--- config.mk ---
export PLATFORM = sky130hd
export DESIGN_NAME = srsync_rx_status
export DESIGN_NICKNAME = d
export VERILOG_FILES = /design/src/srsync_pkg.sv /design/src/srsync_rx_status.sv
export SDC_FILE = /design/constraint.sdc
export NUM_CORES = 1
export LEC_CHECK = 0
export CELL_PAD_IN_SITES_DETAIL_PLACEMENT = 0
export CELL_PAD_IN_SITES_GLOBAL_PLACEMENT = 1
export CORE_MARGIN = 4
export CORE_UTILIZATION = 45
export DETAILED_ROUTE_END_ITERATION = 8
export DONT_BUFFER_PORTS = 1
export PLACE_DENSITY = 0.77
export SYNTH_ARGS = -nofsm -noshare
export SYNTH_HDL_FRONTEND = slang
export SYNTH_SLANG_ARGS = --single-unit
--- constraint.sdc ---
create_clock -name clk_in -period 7.3 [get_ports clk_in]
set_input_delay 1.46 -clock clk_in [delete_from_list [all_inputs] [get_ports clk_in]]
set_output_delay 1.46 -clock clk_in [all_outputs]
set_load 0.05 [all_outputs]
--- src/srsync_pkg.sv ---
package srsync_pkg;
  localparam int SRS_LANES = 8;
  localparam int SRS_ADDR_W = 16;
  // printed offsets are register indices; byte address is index times four
  localparam logic [13:0] IDX_UCC_CTRL = 14'h046F;
  localparam logic [13:0] IDX_SYMBOL_LOCK = 14'h0470;
  localparam logic [13:0] IDX_FRAME_LOCK = 14'h0471;
  localparam logic [13:0] IDX_CHECKSUM_OK = 14'h0472;
  localparam logic [13:0] IDX_INIT_ALIGN = 14'h0473;
  localparam logic [13:0] IDX_IRQ_MASK = 14'h0474;
  localparam logic [13:0] IDX_FRAME_SIZE = 14'h0476;
  localparam logic [13:0] IDX_LINK_TEST = 14'h0477;
  localparam logic [13:0] IDX_MF_COUNT = 14'h0478;
  localparam logic [13:0] IDX_IRQ_FLAG = 14'h047A;
  localparam logic [13:0] IDX_SYNC_MASK = 14'h047B;
  localparam logic [13:0] IDX_ERR_LIMIT = 14'h047C;
  // irq flag / mask bit positions
  localparam int IRQ_SYMBOL = 0;
  localparam int IRQ_FRAME = 1;
  localparam int IRQ_CHECKSUM = 2;
  localparam int IRQ_INIT = 3;
  localparam int IRQ_UCC = 5;
  localparam logic [7:0] IRQ_IMPL = 8'h2F;
  // field positions
  localparam int STAT_IRQ_CLR_BIT = 7;
  localparam int TEST_MODE_BIT = 7;
  localparam int THR_EN_BIT = 3;
  localparam logic [7:0] LINK_TEST_WMASK = 8'h88;
  localparam logic [7:0] SYNC_MASK_WMASK = 8'hE0;
  localparam int SYNC_UCC_BIT = 5;
  localparam int UCC_IRQ_RST_BIT = 7;
  localparam int UCC_CNT_DIS_BIT = 6;
  localparam int UCC_CNT_RST_BIT = 5;
  // reset values
  localparam logic [7:0] FRAME_SIZE_RST = 8'h01;
  localparam logic [7:0] MF_COUNT_RST = 8'h01;
  localparam logic [7:0] ERR_LIMIT_RST = 8'hFF;
  localparam logic [1:0] RESP_OKAY = 2'h0;
  localparam logic [1:0] RESP_SLVERR = 2'h2;

  typedef struct packed {
    logic [SRS_ADDR_W-1:0] awaddr;
    logic awvalid;
    logic [31:0] wdata;
    logic [3:0] wstrb;
    logic wvalid;
    logic bready;
    logic [SRS_ADDR_W-1:0] araddr;
    logic arvalid;
    logic rready;
  } srs_axil_req_t;

  typedef struct packed {
    logic awready;
    logic wready;
    logic bvalid;
    logic [1:0] bresp;
    logic arready;
    logic rvalid;
    logic [31:0] rdata;
    logic [1:0] rresp;
  } srs_axil_rsp_t;

  typedef struct packed {
    logic [7:0] symbol_lock;
    logic [7:0] frame_lock;
    logic [7:0] checksum_ok;
    logic [7:0] initial_alignment_ok;
    logic [7:0] bad_control_err;
  } srs_lane_stat_t;

  typedef struct packed {
    logic [7:0] octets_per_frame;
    logic alignment_test_select;
    logic threshold_mask_en;
    logic [7:0] alignment_multiframes_div4;
  } srs_link_cfg_t;
endpackage : srsync_pkg

--- src/srsync_rx_status.sv ---
// What this block does
// - per-lane symbol lock flags, eight bits, 1 means locked.
// - writing 1 to bit 7 of a lane status register clears its interrupt.
// - symbol lock, checksum, alignment failures land in summary flag bits 0, 2, 3.
// - any lane losing symbol lock raises a sync request to the transmitter.
// - live per-lane frame lock flags; frame loss restarts synchronisation.
// - per-lane checksum flag is 1 when last checksum was correct.
// - per-lane alignment flag; loss reported on the lane group's sync output.
// - octets per frame takes only 1, 2 or 4; resets to 1.
// - test select bit 7 makes the receiver take alignment frames continuously.
// - multiframe count is value times four; resets to 1; zero never stored.
// - lane select picks which lane the bad-control strobes act on.
// - masked summary failure on any lane pulls the low-active interrupt low.
// - masked error count reaching the limit raises a sync request.
`timescale 1ns/1ns
`default_nettype none
module srsync_rx_status #(
  parameter int LANES = srsync_pkg::SRS_LANES,
  parameter int CNT_W = 8
) (
  input wire logic clk_in,
  input wire logic reset_n_in,
  input wire srsync_pkg::srs_axil_req_t axil_req_in,
  output srsync_pkg::srs_axil_rsp_t axil_rsp_out,
  input wire srsync_pkg::srs_lane_stat_t lane_stat_in,
  output srsync_pkg::srs_link_cfg_t link_cfg_out,
  output logic sync_request_out_a_out,
  output logic sync_request_out_b_out,
  output logic irq_n_out
);
  import srsync_pkg::*;

  if (LANES != SRS_LANES) begin : g_lanes_chk
    $error("lane count must match register width");
  end
  if (CNT_W != 8) begin : g_cnt_chk
    $error("error counter must be eight bits wide");
  end

  localparam int HALF = LANES / 2;

  function automatic logic [13:0] word_index(input logic [SRS_ADDR_W-1:0] addr);
    word_index = addr[SRS_ADDR_W-1:2];
  endfunction : word_index

  function automatic logic frame_size_ok(input logic [7:0] v);
    frame_size_ok = (v == 8'h01) || (v == 8'h02) || (v == 8'h04);
  endfunction : frame_size_ok

  // bus write channel holding
  logic aw_held_r, w_held_r;
  logic [SRS_ADDR_W-1:0] awaddr_r;
  logic [31:0] wdata_r;
  logic [3:0] wstrb_r;
  logic wr_go;
  logic [13:0] wr_idx;
  logic [7:0] wr_byte;
  logic wr_lane_en;
  logic wr_hit;

  // registers
  logic [7:0] symbol_lock_r, frame_lock_r, checksum_ok_r, init_align_r;
  logic [7:0] irq_flag_r, irq_mask_r;
  logic [7:0] frame_size_r, link_test_r, mf_count_r, sync_mask_r, err_limit_r;
  logic [LANES-1:0] ucc_dis_r, ucc_hit_r;
  logic [CNT_W-1:0] ucc_cnt_r [LANES];
  logic [31:0] rd_data;
  logic rd_hit;

  assign wr_go = aw_held_r && w_held_r && !axil_rsp_out.bvalid;
  assign wr_idx = word_index(awaddr_r);
  assign wr_byte = wdata_r[7:0];
  assign wr_lane_en = wr_go && wstrb_r[0];

  always_comb begin
    wr_hit = 1'b1;
    if (wr_idx == IDX_UCC_CTRL) begin
      wr_hit = 1'b1;
    end else if (wr_idx >= IDX_SYMBOL_LOCK && wr_idx <= IDX_IRQ_MASK) begin
      wr_hit = 1'b1;
    end else if (wr_idx >= IDX_FRAME_SIZE && wr_idx <= IDX_MF_COUNT) begin
      wr_hit = 1'b1;
    end else if (wr_idx >= IDX_IRQ_FLAG && wr_idx <= IDX_ERR_LIMIT) begin
      wr_hit = 1'b1;
    end else begin
      wr_hit = 1'b0;
    end
  end

  // write address / data accepted in either order
  always_ff @(posedge clk_in or negedge reset_n_in) begin
    if (!reset_n_in) begin
      aw_held_r <= 1'b0;
      w_held_r <= 1'b0;
      awaddr_r <= '0;
      wdata_r <= '0;
      wstrb_r <= '0;
    end else begin
      if (axil_req_in.awvalid && axil_rsp_out.awready) begin
        aw_held_r <= 1'b1;
        awaddr_r <= axil_req_in.awaddr;
      end else if (wr_go) begin
        aw_held_r <= 1'b0;
      end
      if (axil_req_in.wvalid && axil_rsp_out.wready) begin
        w_held_r <= 1'b1;
        wdata_r <= axil_req_in.wdata;
        wstrb_r <= axil_req_in.wstrb;
      end else if (wr_go) begin
        w_held_r <= 1'b0;
      end
    end
  end

  // ready is registered, so a channel is refused for the cycle after it is taken
  always_ff @(posedge clk_in or negedge reset_n_in) begin
    if (!reset_n_in) begin
      axil_rsp_out.awready <= 1'b0;
      axil_rsp_out.wready <= 1'b0;
      axil_rsp_out.bvalid <= 1'b0;
      axil_rsp_out.bresp <= RESP_OKAY;
    end else begin
      axil_rsp_out.awready <= !aw_held_r && !(axil_req_in.awvalid && axil_rsp_out.awready)
                              && !axil_rsp_out.bvalid && !wr_go;
      axil_rsp_out.wready <= !w_held_r && !(axil_req_in.wvalid && axil_rsp_out.wready)
                             && !axil_rsp_out.bvalid && !wr_go;
      if (wr_go) begin
        axil_rsp_out.bvalid <= 1'b1;
        axil_rsp_out.bresp <= wr_hit ? RESP_OKAY : RESP_SLVERR;
      end else if (axil_req_in.bready) begin
        axil_rsp_out.bvalid <= 1'b0;
      end
    end
  end

  // live lane status sampled each clock; reads never disturb it
  always_ff @(posedge clk_in or negedge reset_n_in) begin
    if (!reset_n_in) begin
      symbol_lock_r <= '0;
      frame_lock_r <= '0;
      checksum_ok_r <= '0;
      init_align_r <= '0;
    end else begin
      symbol_lock_r <= lane_stat_in.symbol_lock;
      frame_lock_r <= lane_stat_in.frame_lock;
      checksum_ok_r <= lane_stat_in.checksum_ok;
      init_align_r <= lane_stat_in.initial_alignment_ok;
    end
  end

  // failure events are falling edges of the registered lane flags; the count event is a rising edge of the per-lane limit hit
  logic [7:0] irq_set;
  always_comb begin
    irq_set = '0;
    irq_set[IRQ_SYMBOL] = |(symbol_lock_r & ~lane_stat_in.symbol_lock);
    irq_set[IRQ_FRAME] = |(frame_lock_r & ~lane_stat_in.frame_lock);
    irq_set[IRQ_CHECKSUM] = |(checksum_ok_r & ~lane_stat_in.checksum_ok);
    irq_set[IRQ_INIT] = |(init_align_r & ~lane_stat_in.initial_alignment_ok);
    irq_set[IRQ_UCC] = |(~ucc_hit_r & ucc_hit_nxt());
  end

  function automatic logic [LANES-1:0] ucc_hit_nxt();
    logic [LANES-1:0] h;
    h = '0;
    for (int i = 0; i < LANES; i++) begin
      h[i] = (ucc_cnt_r[i] >= err_limit_r);
    end
    return h;
  endfunction : ucc_hit_nxt

  logic [7:0] irq_clr;
  always_comb begin
    irq_clr = '0;
    if (wr_lane_en) begin
      if (wr_idx == IDX_IRQ_FLAG) begin
        irq_clr = wr_byte;
      end else if (wr_idx == IDX_SYMBOL_LOCK) begin
        irq_clr[IRQ_SYMBOL] = wr_byte[STAT_IRQ_CLR_BIT];
      end else if (wr_idx == IDX_FRAME_LOCK) begin
        irq_clr[IRQ_FRAME] = wr_byte[STAT_IRQ_CLR_BIT];
      end else if (wr_idx == IDX_CHECKSUM_OK) begin
        irq_clr[IRQ_CHECKSUM] = wr_byte[STAT_IRQ_CLR_BIT];
      end else if (wr_idx == IDX_INIT_ALIGN) begin
        irq_clr[IRQ_INIT] = wr_byte[STAT_IRQ_CLR_BIT];
      end else if (wr_idx == IDX_UCC_CTRL) begin
        irq_clr[IRQ_UCC] = wr_byte[UCC_IRQ_RST_BIT];
      end
    end
  end

  // set wins over a clear in the same cycle
  always_ff @(posedge clk_in or negedge reset_n_in) begin
    if (!reset_n_in) begin
      irq_flag_r <= '0;
    end else begin
      irq_flag_r <= ((irq_flag_r & ~irq_clr) | irq_set) & IRQ_IMPL;
    end
  end

  always_ff @(posedge clk_in or negedge reset_n_in) begin
    if (!reset_n_in) begin
      irq_n_out <= 1'b1;
    end else begin
      irq_n_out <= !(|(irq_flag_r & irq_mask_r));
    end
  end

  // configuration registers
  always_ff @(posedge clk_in or negedge reset_n_in) begin
    if (!reset_n_in) begin
      irq_mask_r <= '0;
      frame_size_r <= FRAME_SIZE_RST;
      link_test_r <= '0;
      mf_count_r <= MF_COUNT_RST;
      sync_mask_r <= '0;
      err_limit_r <= ERR_LIMIT_RST;
    end else if (wr_lane_en) begin
      if (wr_idx == IDX_IRQ_MASK) begin
        irq_mask_r <= wr_byte & IRQ_IMPL;
      end else if (wr_idx == IDX_FRAME_SIZE) begin
        if (frame_size_ok(wr_byte)) begin
          frame_size_r <= wr_byte;
        end
      end else if (wr_idx == IDX_LINK_TEST) begin
        link_test_r <= wr_byte & LINK_TEST_WMASK;
      end else if (wr_idx == IDX_MF_COUNT) begin
        if (wr_byte != 8'h00) begin
          mf_count_r <= wr_byte;
        end
      end else if (wr_idx == IDX_SYNC_MASK) begin
        sync_mask_r <= wr_byte & SYNC_MASK_WMASK;
      end else if (wr_idx == IDX_ERR_LIMIT) begin
        err_limit_r <= wr_byte;
      end
    end
  end

  // bad-control counters, strobes address the lane in the same write
  logic ucc_strobe_dis, ucc_strobe_rst;
  logic [2:0] ucc_sel;
  assign ucc_strobe_dis = wr_lane_en && (wr_idx == IDX_UCC_CTRL) && wr_byte[UCC_CNT_DIS_BIT];
  assign ucc_strobe_rst = wr_lane_en && (wr_idx == IDX_UCC_CTRL) && wr_byte[UCC_CNT_RST_BIT];
  assign ucc_sel = wr_byte[2:0];

  always_ff @(posedge clk_in or negedge reset_n_in) begin
    if (!reset_n_in) begin
      for (int i = 0; i < LANES; i++) begin
        ucc_cnt_r[i] <= '0;
      end
      ucc_dis_r <= '0;
      ucc_hit_r <= '0;
    end else begin
      ucc_hit_r <= ucc_hit_nxt();
      for (int i = 0; i < LANES; i++) begin
        if (ucc_strobe_rst && ucc_sel == 3'(i)) begin
          ucc_cnt_r[i] <= '0;
          ucc_dis_r[i] <= 1'b0;
        end else begin
          if (ucc_strobe_dis && ucc_sel == 3'(i)) begin
            ucc_dis_r[i] <= 1'b1;
          end
          // saturate so a long burst cannot wrap below the limit
          if (lane_stat_in.bad_control_err[i] && !ucc_dis_r[i]
              && ucc_cnt_r[i] != {CNT_W{1'b1}}) begin
            ucc_cnt_r[i] <= ucc_cnt_r[i] + 1'b1;
          end
        end
      end
    end
  end

  // sync requests: lanes split over two outputs by lower and upper half
  logic [LANES-1:0] lane_req;
  logic ucc_sync_en;
  assign ucc_sync_en = sync_mask_r[SYNC_UCC_BIT];
  always_comb begin
    for (int i = 0; i < LANES; i++) begin
      lane_req[i] = !lane_stat_in.symbol_lock[i]
                    || !lane_stat_in.frame_lock[i]
                    || !lane_stat_in.initial_alignment_ok[i]
                    || (ucc_sync_en && ucc_hit_r[i]);
    end
  end

  always_ff @(posedge clk_in or negedge reset_n_in) begin
    if (!reset_n_in) begin
      sync_request_out_a_out <= 1'b0;
      sync_request_out_b_out <= 1'b0;
    end else begin
      sync_request_out_a_out <= |lane_req[HALF-1:0];
      sync_request_out_b_out <= |lane_req[LANES-1:HALF];
    end
  end

  always_ff @(posedge clk_in or negedge reset_n_in) begin
    if (!reset_n_in) begin
      link_cfg_out <= '0;
    end else begin
      link_cfg_out.octets_per_frame <= frame_size_r;
      link_cfg_out.alignment_test_select <= link_test_r[TEST_MODE_BIT];
      link_cfg_out.threshold_mask_en <= link_test_r[THR_EN_BIT];
      link_cfg_out.alignment_multiframes_div4 <= mf_count_r;
    end
  end

  // read path
  logic [13:0] rd_idx;
  assign rd_idx = word_index(axil_req_in.araddr);
  always_comb begin
    rd_data = '0;
    rd_hit = 1'b1;
    if (rd_idx == IDX_UCC_CTRL) begin
      rd_data[7:0] = ucc_hit_r;
    end else if (rd_idx == IDX_SYMBOL_LOCK) begin
      rd_data[7:0] = symbol_lock_r;
    end else if (rd_idx == IDX_FRAME_LOCK) begin
      rd_data[7:0] = frame_lock_r;
    end else if (rd_idx == IDX_CHECKSUM_OK) begin
      rd_data[7:0] = checksum_ok_r;
    end else if (rd_idx == IDX_INIT_ALIGN) begin
      rd_data[7:0] = init_align_r;
    end else if (rd_idx == IDX_IRQ_MASK) begin
      rd_data[7:0] = irq_mask_r;
    end else if (rd_idx == IDX_FRAME_SIZE) begin
      rd_data[7:0] = frame_size_r;
    end else if (rd_idx == IDX_LINK_TEST) begin
      rd_data[7:0] = link_test_r;
    end else if (rd_idx == IDX_MF_COUNT) begin
      rd_data[7:0] = mf_count_r;
    end else if (rd_idx == IDX_IRQ_FLAG) begin
      rd_data[7:0] = irq_flag_r;
    end else if (rd_idx == IDX_SYNC_MASK) begin
      rd_data[7:0] = sync_mask_r;
    end else if (rd_idx == IDX_ERR_LIMIT) begin
      rd_data[7:0] = err_limit_r;
    end else begin
      rd_hit = 1'b0;
    end
  end

  always_ff @(posedge clk_in or negedge reset_n_in) begin
    if (!reset_n_in) begin
      axil_rsp_out.arready <= 1'b0;
      axil_rsp_out.rvalid <= 1'b0;
      axil_rsp_out.rdata <= '0;
      axil_rsp_out.rresp <= RESP_OKAY;
    end else begin
      axil_rsp_out.arready <= !axil_rsp_out.rvalid
                              && !(axil_req_in.arvalid && axil_rsp_out.arready);
      if (axil_req_in.arvalid && axil_rsp_out.arready) begin
        axil_rsp_out.rvalid <= 1'b1;
        axil_rsp_out.rdata <= rd_data;
        axil_rsp_out.rresp <= rd_hit ? RESP_OKAY : RESP_SLVERR;
      end else if (axil_req_in.rready) begin
        axil_rsp_out.rvalid <= 1'b0;
      end
    end
  end
endmodule : srsync_rx_status
`default_nettype wire

==> results of run 1 <==
-- state kept, by name (all words and copies together) (netlist names), 2 cells and up --
register,count
ucc_cnt_r,64
link_cfg_out,18
axil_rsp_out,15
awaddr_r,14
checksum_ok_r,8
err_limit_r,8
frame_lock_r,8
frame_size_r,8
init_align_r,8
mf_count_r,8
symbol_lock_r,8
ucc_dis_r,8
ucc_hit_r,8
wdata_r,8
irq_flag_r,5
irq_mask_r,5
sync_mask_r,3
link_test_r,2
-- worst reg2reg max path, stage by stage (launching register included) --
cell,delay (ns)
dfstp_2,0.54
inv_1,0.24
ha_1,0.41
a21o_1,0.16
a2111oi_0,0.49
o21ai_0,0.25
o211a_1,0.18
a221o_1,0.26
or3_1,0.34
-- metal layers --
metal,up-vias,wire length (um),share of wire
met2,211,12500,0.45
met1,3932,13000,0.47
met3,48,1770,0.063
met4,2,660,0.024
met5,-,13,0.00047
li1,3843,-,-
-- per-stage QoR --
step | area (um^2) | std cells | worst slack, ns
after floorplan | 11200 | 1109 | 4.32
after global placement | 11300 | 1380 | 4.07
after detailed placement | 11300 | 1380 | 4.08
after CTS | 12100 | 1422 | 4.35
after global routing | 12100 | 1422 | 4.07
final | 12100 | 1422 | 4.32
-- power groups by stage --
stage	Combinational, uW	Clock, uW	Sequential, uW
final	1030	1200	1940
after global routing	1190	1280	1990
after CTS	1040	1230	1940
after detailed placement	1030	0	1960
after global placement	995	0	1950
after floorplan	934	0	1780
-- layout make-up --
type                       instances  area share
inverter                          75      0.0233
multi-input combinational        769       0.438
sequential                       212       0.439
clock inverter                     4     0.00403
clock buffer                      38      0.0615
tap                              324      0.0335
-- logic make-up after synthesis --
group / count (synthesis) / share of synthesized area
compound gates: 211 / 0.127
xor+xnor: 54 / 0.0424
mux: 63 / 0.0650
flops: 212 / 0.477
simple gates: 343 / 0.151
other cells: 1 / 0.000336
buf+inv: 128 / 0.0556
fa+ha+maj: 72 / 0.0808
-- how the worst min path moves through the flow --
| stage | end | slack (ns) | cells after the start |
|---|---|---|---|
| after floorplan | link_cfg_out[9] | 0.35 | 0 |
| after detailed placement | link_cfg_out[9] | 0.37 | 0 |
| after global placement | link_cfg_out[9] | 0.36 | 0 |
| after global routing | link_cfg_out[9] | 0.40 | 0 |
| final | link_cfg_out[9] | 0.37 | 0 |
| after CTS | link_cfg_out[9] | 0.38 | 0 |
-- placed cells by master, fill, tap and decap left out, types with 11 or more instances in the layout --
cell type	synthesis	final
a21oi_1	38	38
a221oi_1	11	11
a31oi_1	12	12
and3_1	17	17
clkbuf_16	0	25
conb_1	1	26
dfrtp_1	201	201
dfstp_2	11	11
ha_1	72	72
inv_1	73	73
mux2_2	37	37
mux2i_1	18	18
nand2_1	72	72
nand2b_1	16	16
nand3_1	23	23
nand4_1	23	23
nor2_1	116	116
nor2b_1	11	11
nor3_1	17	17
o21a_1	16	16
o21ai_0	44	44
o22ai_1	19	19
or3_1	11	11
xnor2_1	24	24
xor2_1	30	30
==> impl_metrics.py, run 1 <==
metrics = {
    "floorplanning": {
        "die_w_um": 165,
        "std_cell_rows": 57,
        "core_mm2": 0.0243,
        "die_area_mm2": 0.0274,
        "io_pins": 177,
        "die_y_um": 165,
        "start_util": 0.459,
    },
    "timing": {
        "worst_clock_skew_ns": 0.0110,
        "tns_ns": 0,
        "rsz0062_at_grt": "false",
        "final_hold_viol_count": 0,
        "timing.fmax_mhz": 335,
        "setup_viol": 0,
        "period_share": 0.409,
        "hold_ws_ns": 0.373,
        "slew_headroom": 0.420,
        "slew_violations": 0,
        "layout_min_cycle_time_ns": 2.98,
        "worst_slew_pin_slew_ns": 0.864,
    },
    "logic_synthesis": {
        "synth_ff_type": "dfrtp_1",
        "synth_seq_area_share": 0.477,
        "ys_warn_count": 0,
        "synth_top_cell_by_area": "dfrtp_1",
        "synth_common_cells": "dfrtp_1 (201), nor2_1 (116), inv_1 (73)",
        "synth_seq_cells": 212,
        "synth_area_mm2": 0.0112,
        "synth_edf_count": 0,
        "synthCells": 1084,
        "synth_area_leaders": "dfrtp_1 (45%), ha_1 (8.1%), nor2_1 (3.9%)",
        "ys_types": 71,
        "synth_top_area_frac": 0.451,
        "synth-async-reset-ratio": 1.00,
        "post-synth-top-count-cell": "dfrtp_1",
        "postSynthAreaPerCell_um2": 10.3,
    },
    "clock_tree": {
        "root_buffer": "clkbuf_16",
        "postCtsSetupBuffers": 0,
        "clk_pin_slew_ns": 0.06,
        "cts_tree": "built",
        "postCtsHoldBufs": 0,
        "clockBufferDepth": 3,
        "cts.htree.levels": 1,
        "insertion_delay_ns": 0.52,
        "cts.repair.resized": 0,
        "numCtsBuffers": 25,
        "cts.sinks": 212,
    },
    "global_route": {
        "busiest_layer": "met2",
        "use_met2": 0.321,
        "grt_pass1_vias": 8035,
        "grt_max_degree": 213,
        "gr-usage-met1": 0.300,
        "grt_pass1_wl_um": 44800,
        "grt.total_usage": 0.207,
        "grt_overflow": 0,
        "grt_use_met3": 0.0449,
        "antenna_found_initial": 1,
    },
    "critical_path": {
        "cp_num_buf_inv": 1,
        "timing.rr.end": "irq_flag_r[5]",
        "crit_start": "err_limit_r[4]",
        "cp_slowest_stage_delay_ns": 0.54,
        "cp-endpoint": "irq_flag_r[5]",
        "worstSetupPathType": "reg -> reg",
        "crit_path_start_kind": "flip-flop",
        "worst-r2r-cell-count": 8,
        "crit_chain": "inv_1, ha_1, a21o_1, a2111oi_0, o21ai_0, o211a_1, a221o_1, or3_1",
        "path_depth": 8,
        "cp_slowest_cell": "dfstp_2",
        "cp_top_family": "compound AO/OA/AOI/OAI gates",
        "reg2reg_from": "err_limit_r[4]",
        "r2r_slack_ns": 4.32,
        "cp_data_arrival_time_ns": 3.38,
        "path_max_fanout": 8,
        "cp_data_required_time_ns": 7.70,
        "crit_path_end_kind": "flip-flop",
    },
    "route": {
        "wl_per_cell_um": 19.7,
        "vias": 8036,
        "ant_nets": 0,
        "viasPerCell": 5.65,
        "drc": 0,
        "dr.pass1.iters": 5,
        "wl_um": 27900,
        "first_iter_violations": 677,
    },
    "placed_design": {
        "place_congestion": 0.857,
        "io_buffers": 0,
        "hpwlAfterDp_um": 20400,
    },
    "finish": {
        "regArea_mm2": 0.00532,
        "multi_input_area_mm2": 0.00531,
        "antenna_cells": 0,
        "drive_above_1_share": 0.0947,
        "area_growth_pct": 8.55,
        "fill_cells": 2228,
        "final_nets": 1270,
        "utilization": 0.498,
    },
    "status": {
        "status": "complete, no violations",
    },
    "power_and_ir_drop": {
        "p_leak_uw": 0.00543,
        "p_clk_frac": 0.287,
        "ir_drop_mv": 0.211,
        "switching_share": 0.355,
        "power_uw": 4180,
        "p_comb_frac": 0.248,
        "intPower_uw": 2690,
        "pwr-share-seq": 0.465,
        "powerDensity_mw_per_mm2": 345,
        "power.net_switching_uw": 1480,
    },
    "worst_hold_path": {
        "hold_path.class": "reg -> reg",
        "hp-start": "link_test_r[7]",
    },
    "job": {
        "cap_violations": 0,
    },
}
Note: power is estimated with default switching activity, not from simulation.
==> run 2, diff against run 1 <==
==> constraint.sdc (replaced) <==
create_clock -name clk_in -period 3.1 [get_ports clk_in]
set_input_delay 0.62 -clock clk_in [delete_from_list [all_inputs] [get_ports clk_in]]
set_output_delay 0.62 -clock clk_in [all_outputs]
set_load 0.05 [all_outputs]
==> impl_metrics.py, run 2 (synthesis gave the netlist of run 1 again) <==
metrics = {
    "job": {
        "cap_violations": 0,
    },
    "worst_hold_path": {
        "hold_path.class": "in -> async",
    },
    "placed_design": {
        "place_inst": 1398,
        "io_buffers": 0,
        "place_congestion": 0.853,
        "post-place-ws_ns": 0.236,
        "placed_area_mm2": 0.0114,
        "hpwlAfterDp_um": 20600,
    },
    "global_route": {
        "antenna_found_initial": 1,
        "grt.total_usage": 0.210,
        "grt_pass1_vias": 8070,
        "grt_overflow": 0,
        "grt_max_degree": 213,
        "grt_pass1_wl_um": 45200,
    },
    "critical_path": {
        "crit_start": "err_limit_r[4]",
        "r2r_slack_ns": 0.19,
        "cp_data_arrival_time_ns": 3.31,
        "worstSetupPathType": "reg -> reg",
        "crit_path_start_kind": "flip-flop",
        "cp_data_required_time_ns": 3.50,
        "reg2reg_from": "err_limit_r[4]",
        "path_max_fanout": 8,
        "crit_path_end_kind": "flip-flop",
        "worst-r2r-cell-count": 8,
    },
    "timing": {
        "hold_ws_ns": -0.214,
        "layout_min_cycle_time_ns": 2.91,
        "timing.fmax_mhz": 343,
        "rsz0062_at_grt": "false",
        "worst_clock_skew_ns": 0.0127,
        "worst_slew_pin_slew_ns": 0.652,
        "final_hold_viol_count": 202,
        "fin_ws_ns": 0.188,
        "slew_headroom": 0.562,
        "slew_violations": 0,
        "period_share": 0.939,
        "tns_ns": 0,
        "setup_viol": 0,
    },
    "finish": {
        "area_growth_pct": 10.4,
        "largest_reg_flops": 64,
        "final_common_cell": "dfrtp_1",
        "drive_above_1_share": 0.116,
        "layout_common_cells": "dfrtp_1 (201), nor2_1 (116), inv_1 (73)",
        "design_area_mm2": 0.0123,
        "final_nets": 1287,
        "largestRegisters": "ucc_cnt_r (64), link_cfg_out (18), axil_rsp_out (15)",
        "largest_register": "ucc_cnt_r",
        "fin_cells": 1443,
    },
    "route": {
        "drc": 0,
        "dr.pass1.iters": 5,
        "first_iter_violations": 585,
        "ant_nets": 0,
        "wl_um": 28400,
        "vias": 8209,
        "viasPerCell": 5.69,
        "wl_per_cell_um": 19.6,
    },
    "status": {
        "violations": "hold timing",
        "status": "complete, but fails checks",
    },
    "power_and_ir_drop": {
        "p_leak_uw": 0.00555,
        "powerDensity_mw_per_mm2": 821,
        "ir_drop_mv": 0.517,
    },
    "clock_tree": {
        "numCtsBuffers": 24,
        "cts.repair.resized": 0,
        "cts_tree": "built",
        "clockBufferDepth": 3,
        "postCtsSetupBuffers": 0,
        "insertion_delay_ns": 0.53,
        "cts.sinks": 212,
        "cts.htree.levels": 1,
        "root_buffer": "clkbuf_16",
        "clk_pin_slew_ns": 0.06,
    },
    "floorplanning": {
        "die_area_mm2": 0.0274,
        "io_pins": 177,
        "die_w_um": 165,
        "std_cell_rows": 57,
        "start_util": 0.459,
        "die_y_um": 165,
        "core_mm2": 0.0243,
    },
}
run 2: cell types whose count changed in the layout (fill, tap and decap cells not counted), sizes merged:
| cell | before | now |
|---|---|---|
| buf | 0 | 18 |
| inv | 74 | 73 |
| bufinv | 1 | 4 |
| diode | 0 | 1 |
| clkbuf | 38 | 29 |
| clkinvlp | 0 | 4 |
| clkinv | 4 | 9 |
run 2: report_power, final:
part	total, uW	leakage (uW)	internal [uW]	switching, uW
Sequential	4510	0.00261	3430	1080
Clock	3060	0.000419	1880	1180
Combinational	2540	0.00252	1220	1320
run 2: worst paths after layout:
path / endpoint
worst max-delay path: irq_flag_r[5]
worst min-delay path: awaddr_r[7]
worst max register to register: irq_flag_r[5]
worst min register to register: link_cfg_out[9]
max in group asynchronous: frame_size_r[0]
min in group clk_in: init_align_r[0]
run 2: cell type report:
| class | instances | area [um^2] |
|---|---|---|
| tap | 324 | 405 |
| antenna | 1 | 2.50 |
| fill | 2224 | 12000 |
| sequential | 212 | 5320 |
| timing repair buffer | 18 | 135 |
| clock inverter | 15 | 196 |
| inverter | 75 | 282 |
| multi-input combinational | 769 | 5310 |
| clock buffer | 29 | 669 |
run 2: worst max-delay path, cell delays in order, from the launching register on:
cell	delay [ns]
dfstp_2	0.54
inv_1	0.23
ha_1	0.40
a21o_1	0.18
a2111oi_0	0.42
o21ai_0	0.19
o21a_1	0.16
a221o_1	0.33
or3_1	0.34
run 2: through the flow:
step	total power, uW	utilization
5_1_grt	10800	0.506
3_3_place_gp	6980	0.471
2_1_floorplan	6400	-
6_report	10100	0.506
3_5_place_dp	7090	0.471
4_1_cts	10200	0.506
run 2: layer usage:
| layer | wire (um) | share of wire | vias up | GRT usage |
|---|---|---|---|---|
| met4 | 479 | 0.017 | 0 | 0.0540 |
| met1 | 13300 | 0.47 | 4055 | 0.304 |
| li1 | - | - | 3872 | - |
| met5 | 0 | 0 | - | 0 |
| met2 | 12700 | 0.45 | 244 | 0.325 |
| met3 | 1910 | 0.067 | 38 | 0.0395 |
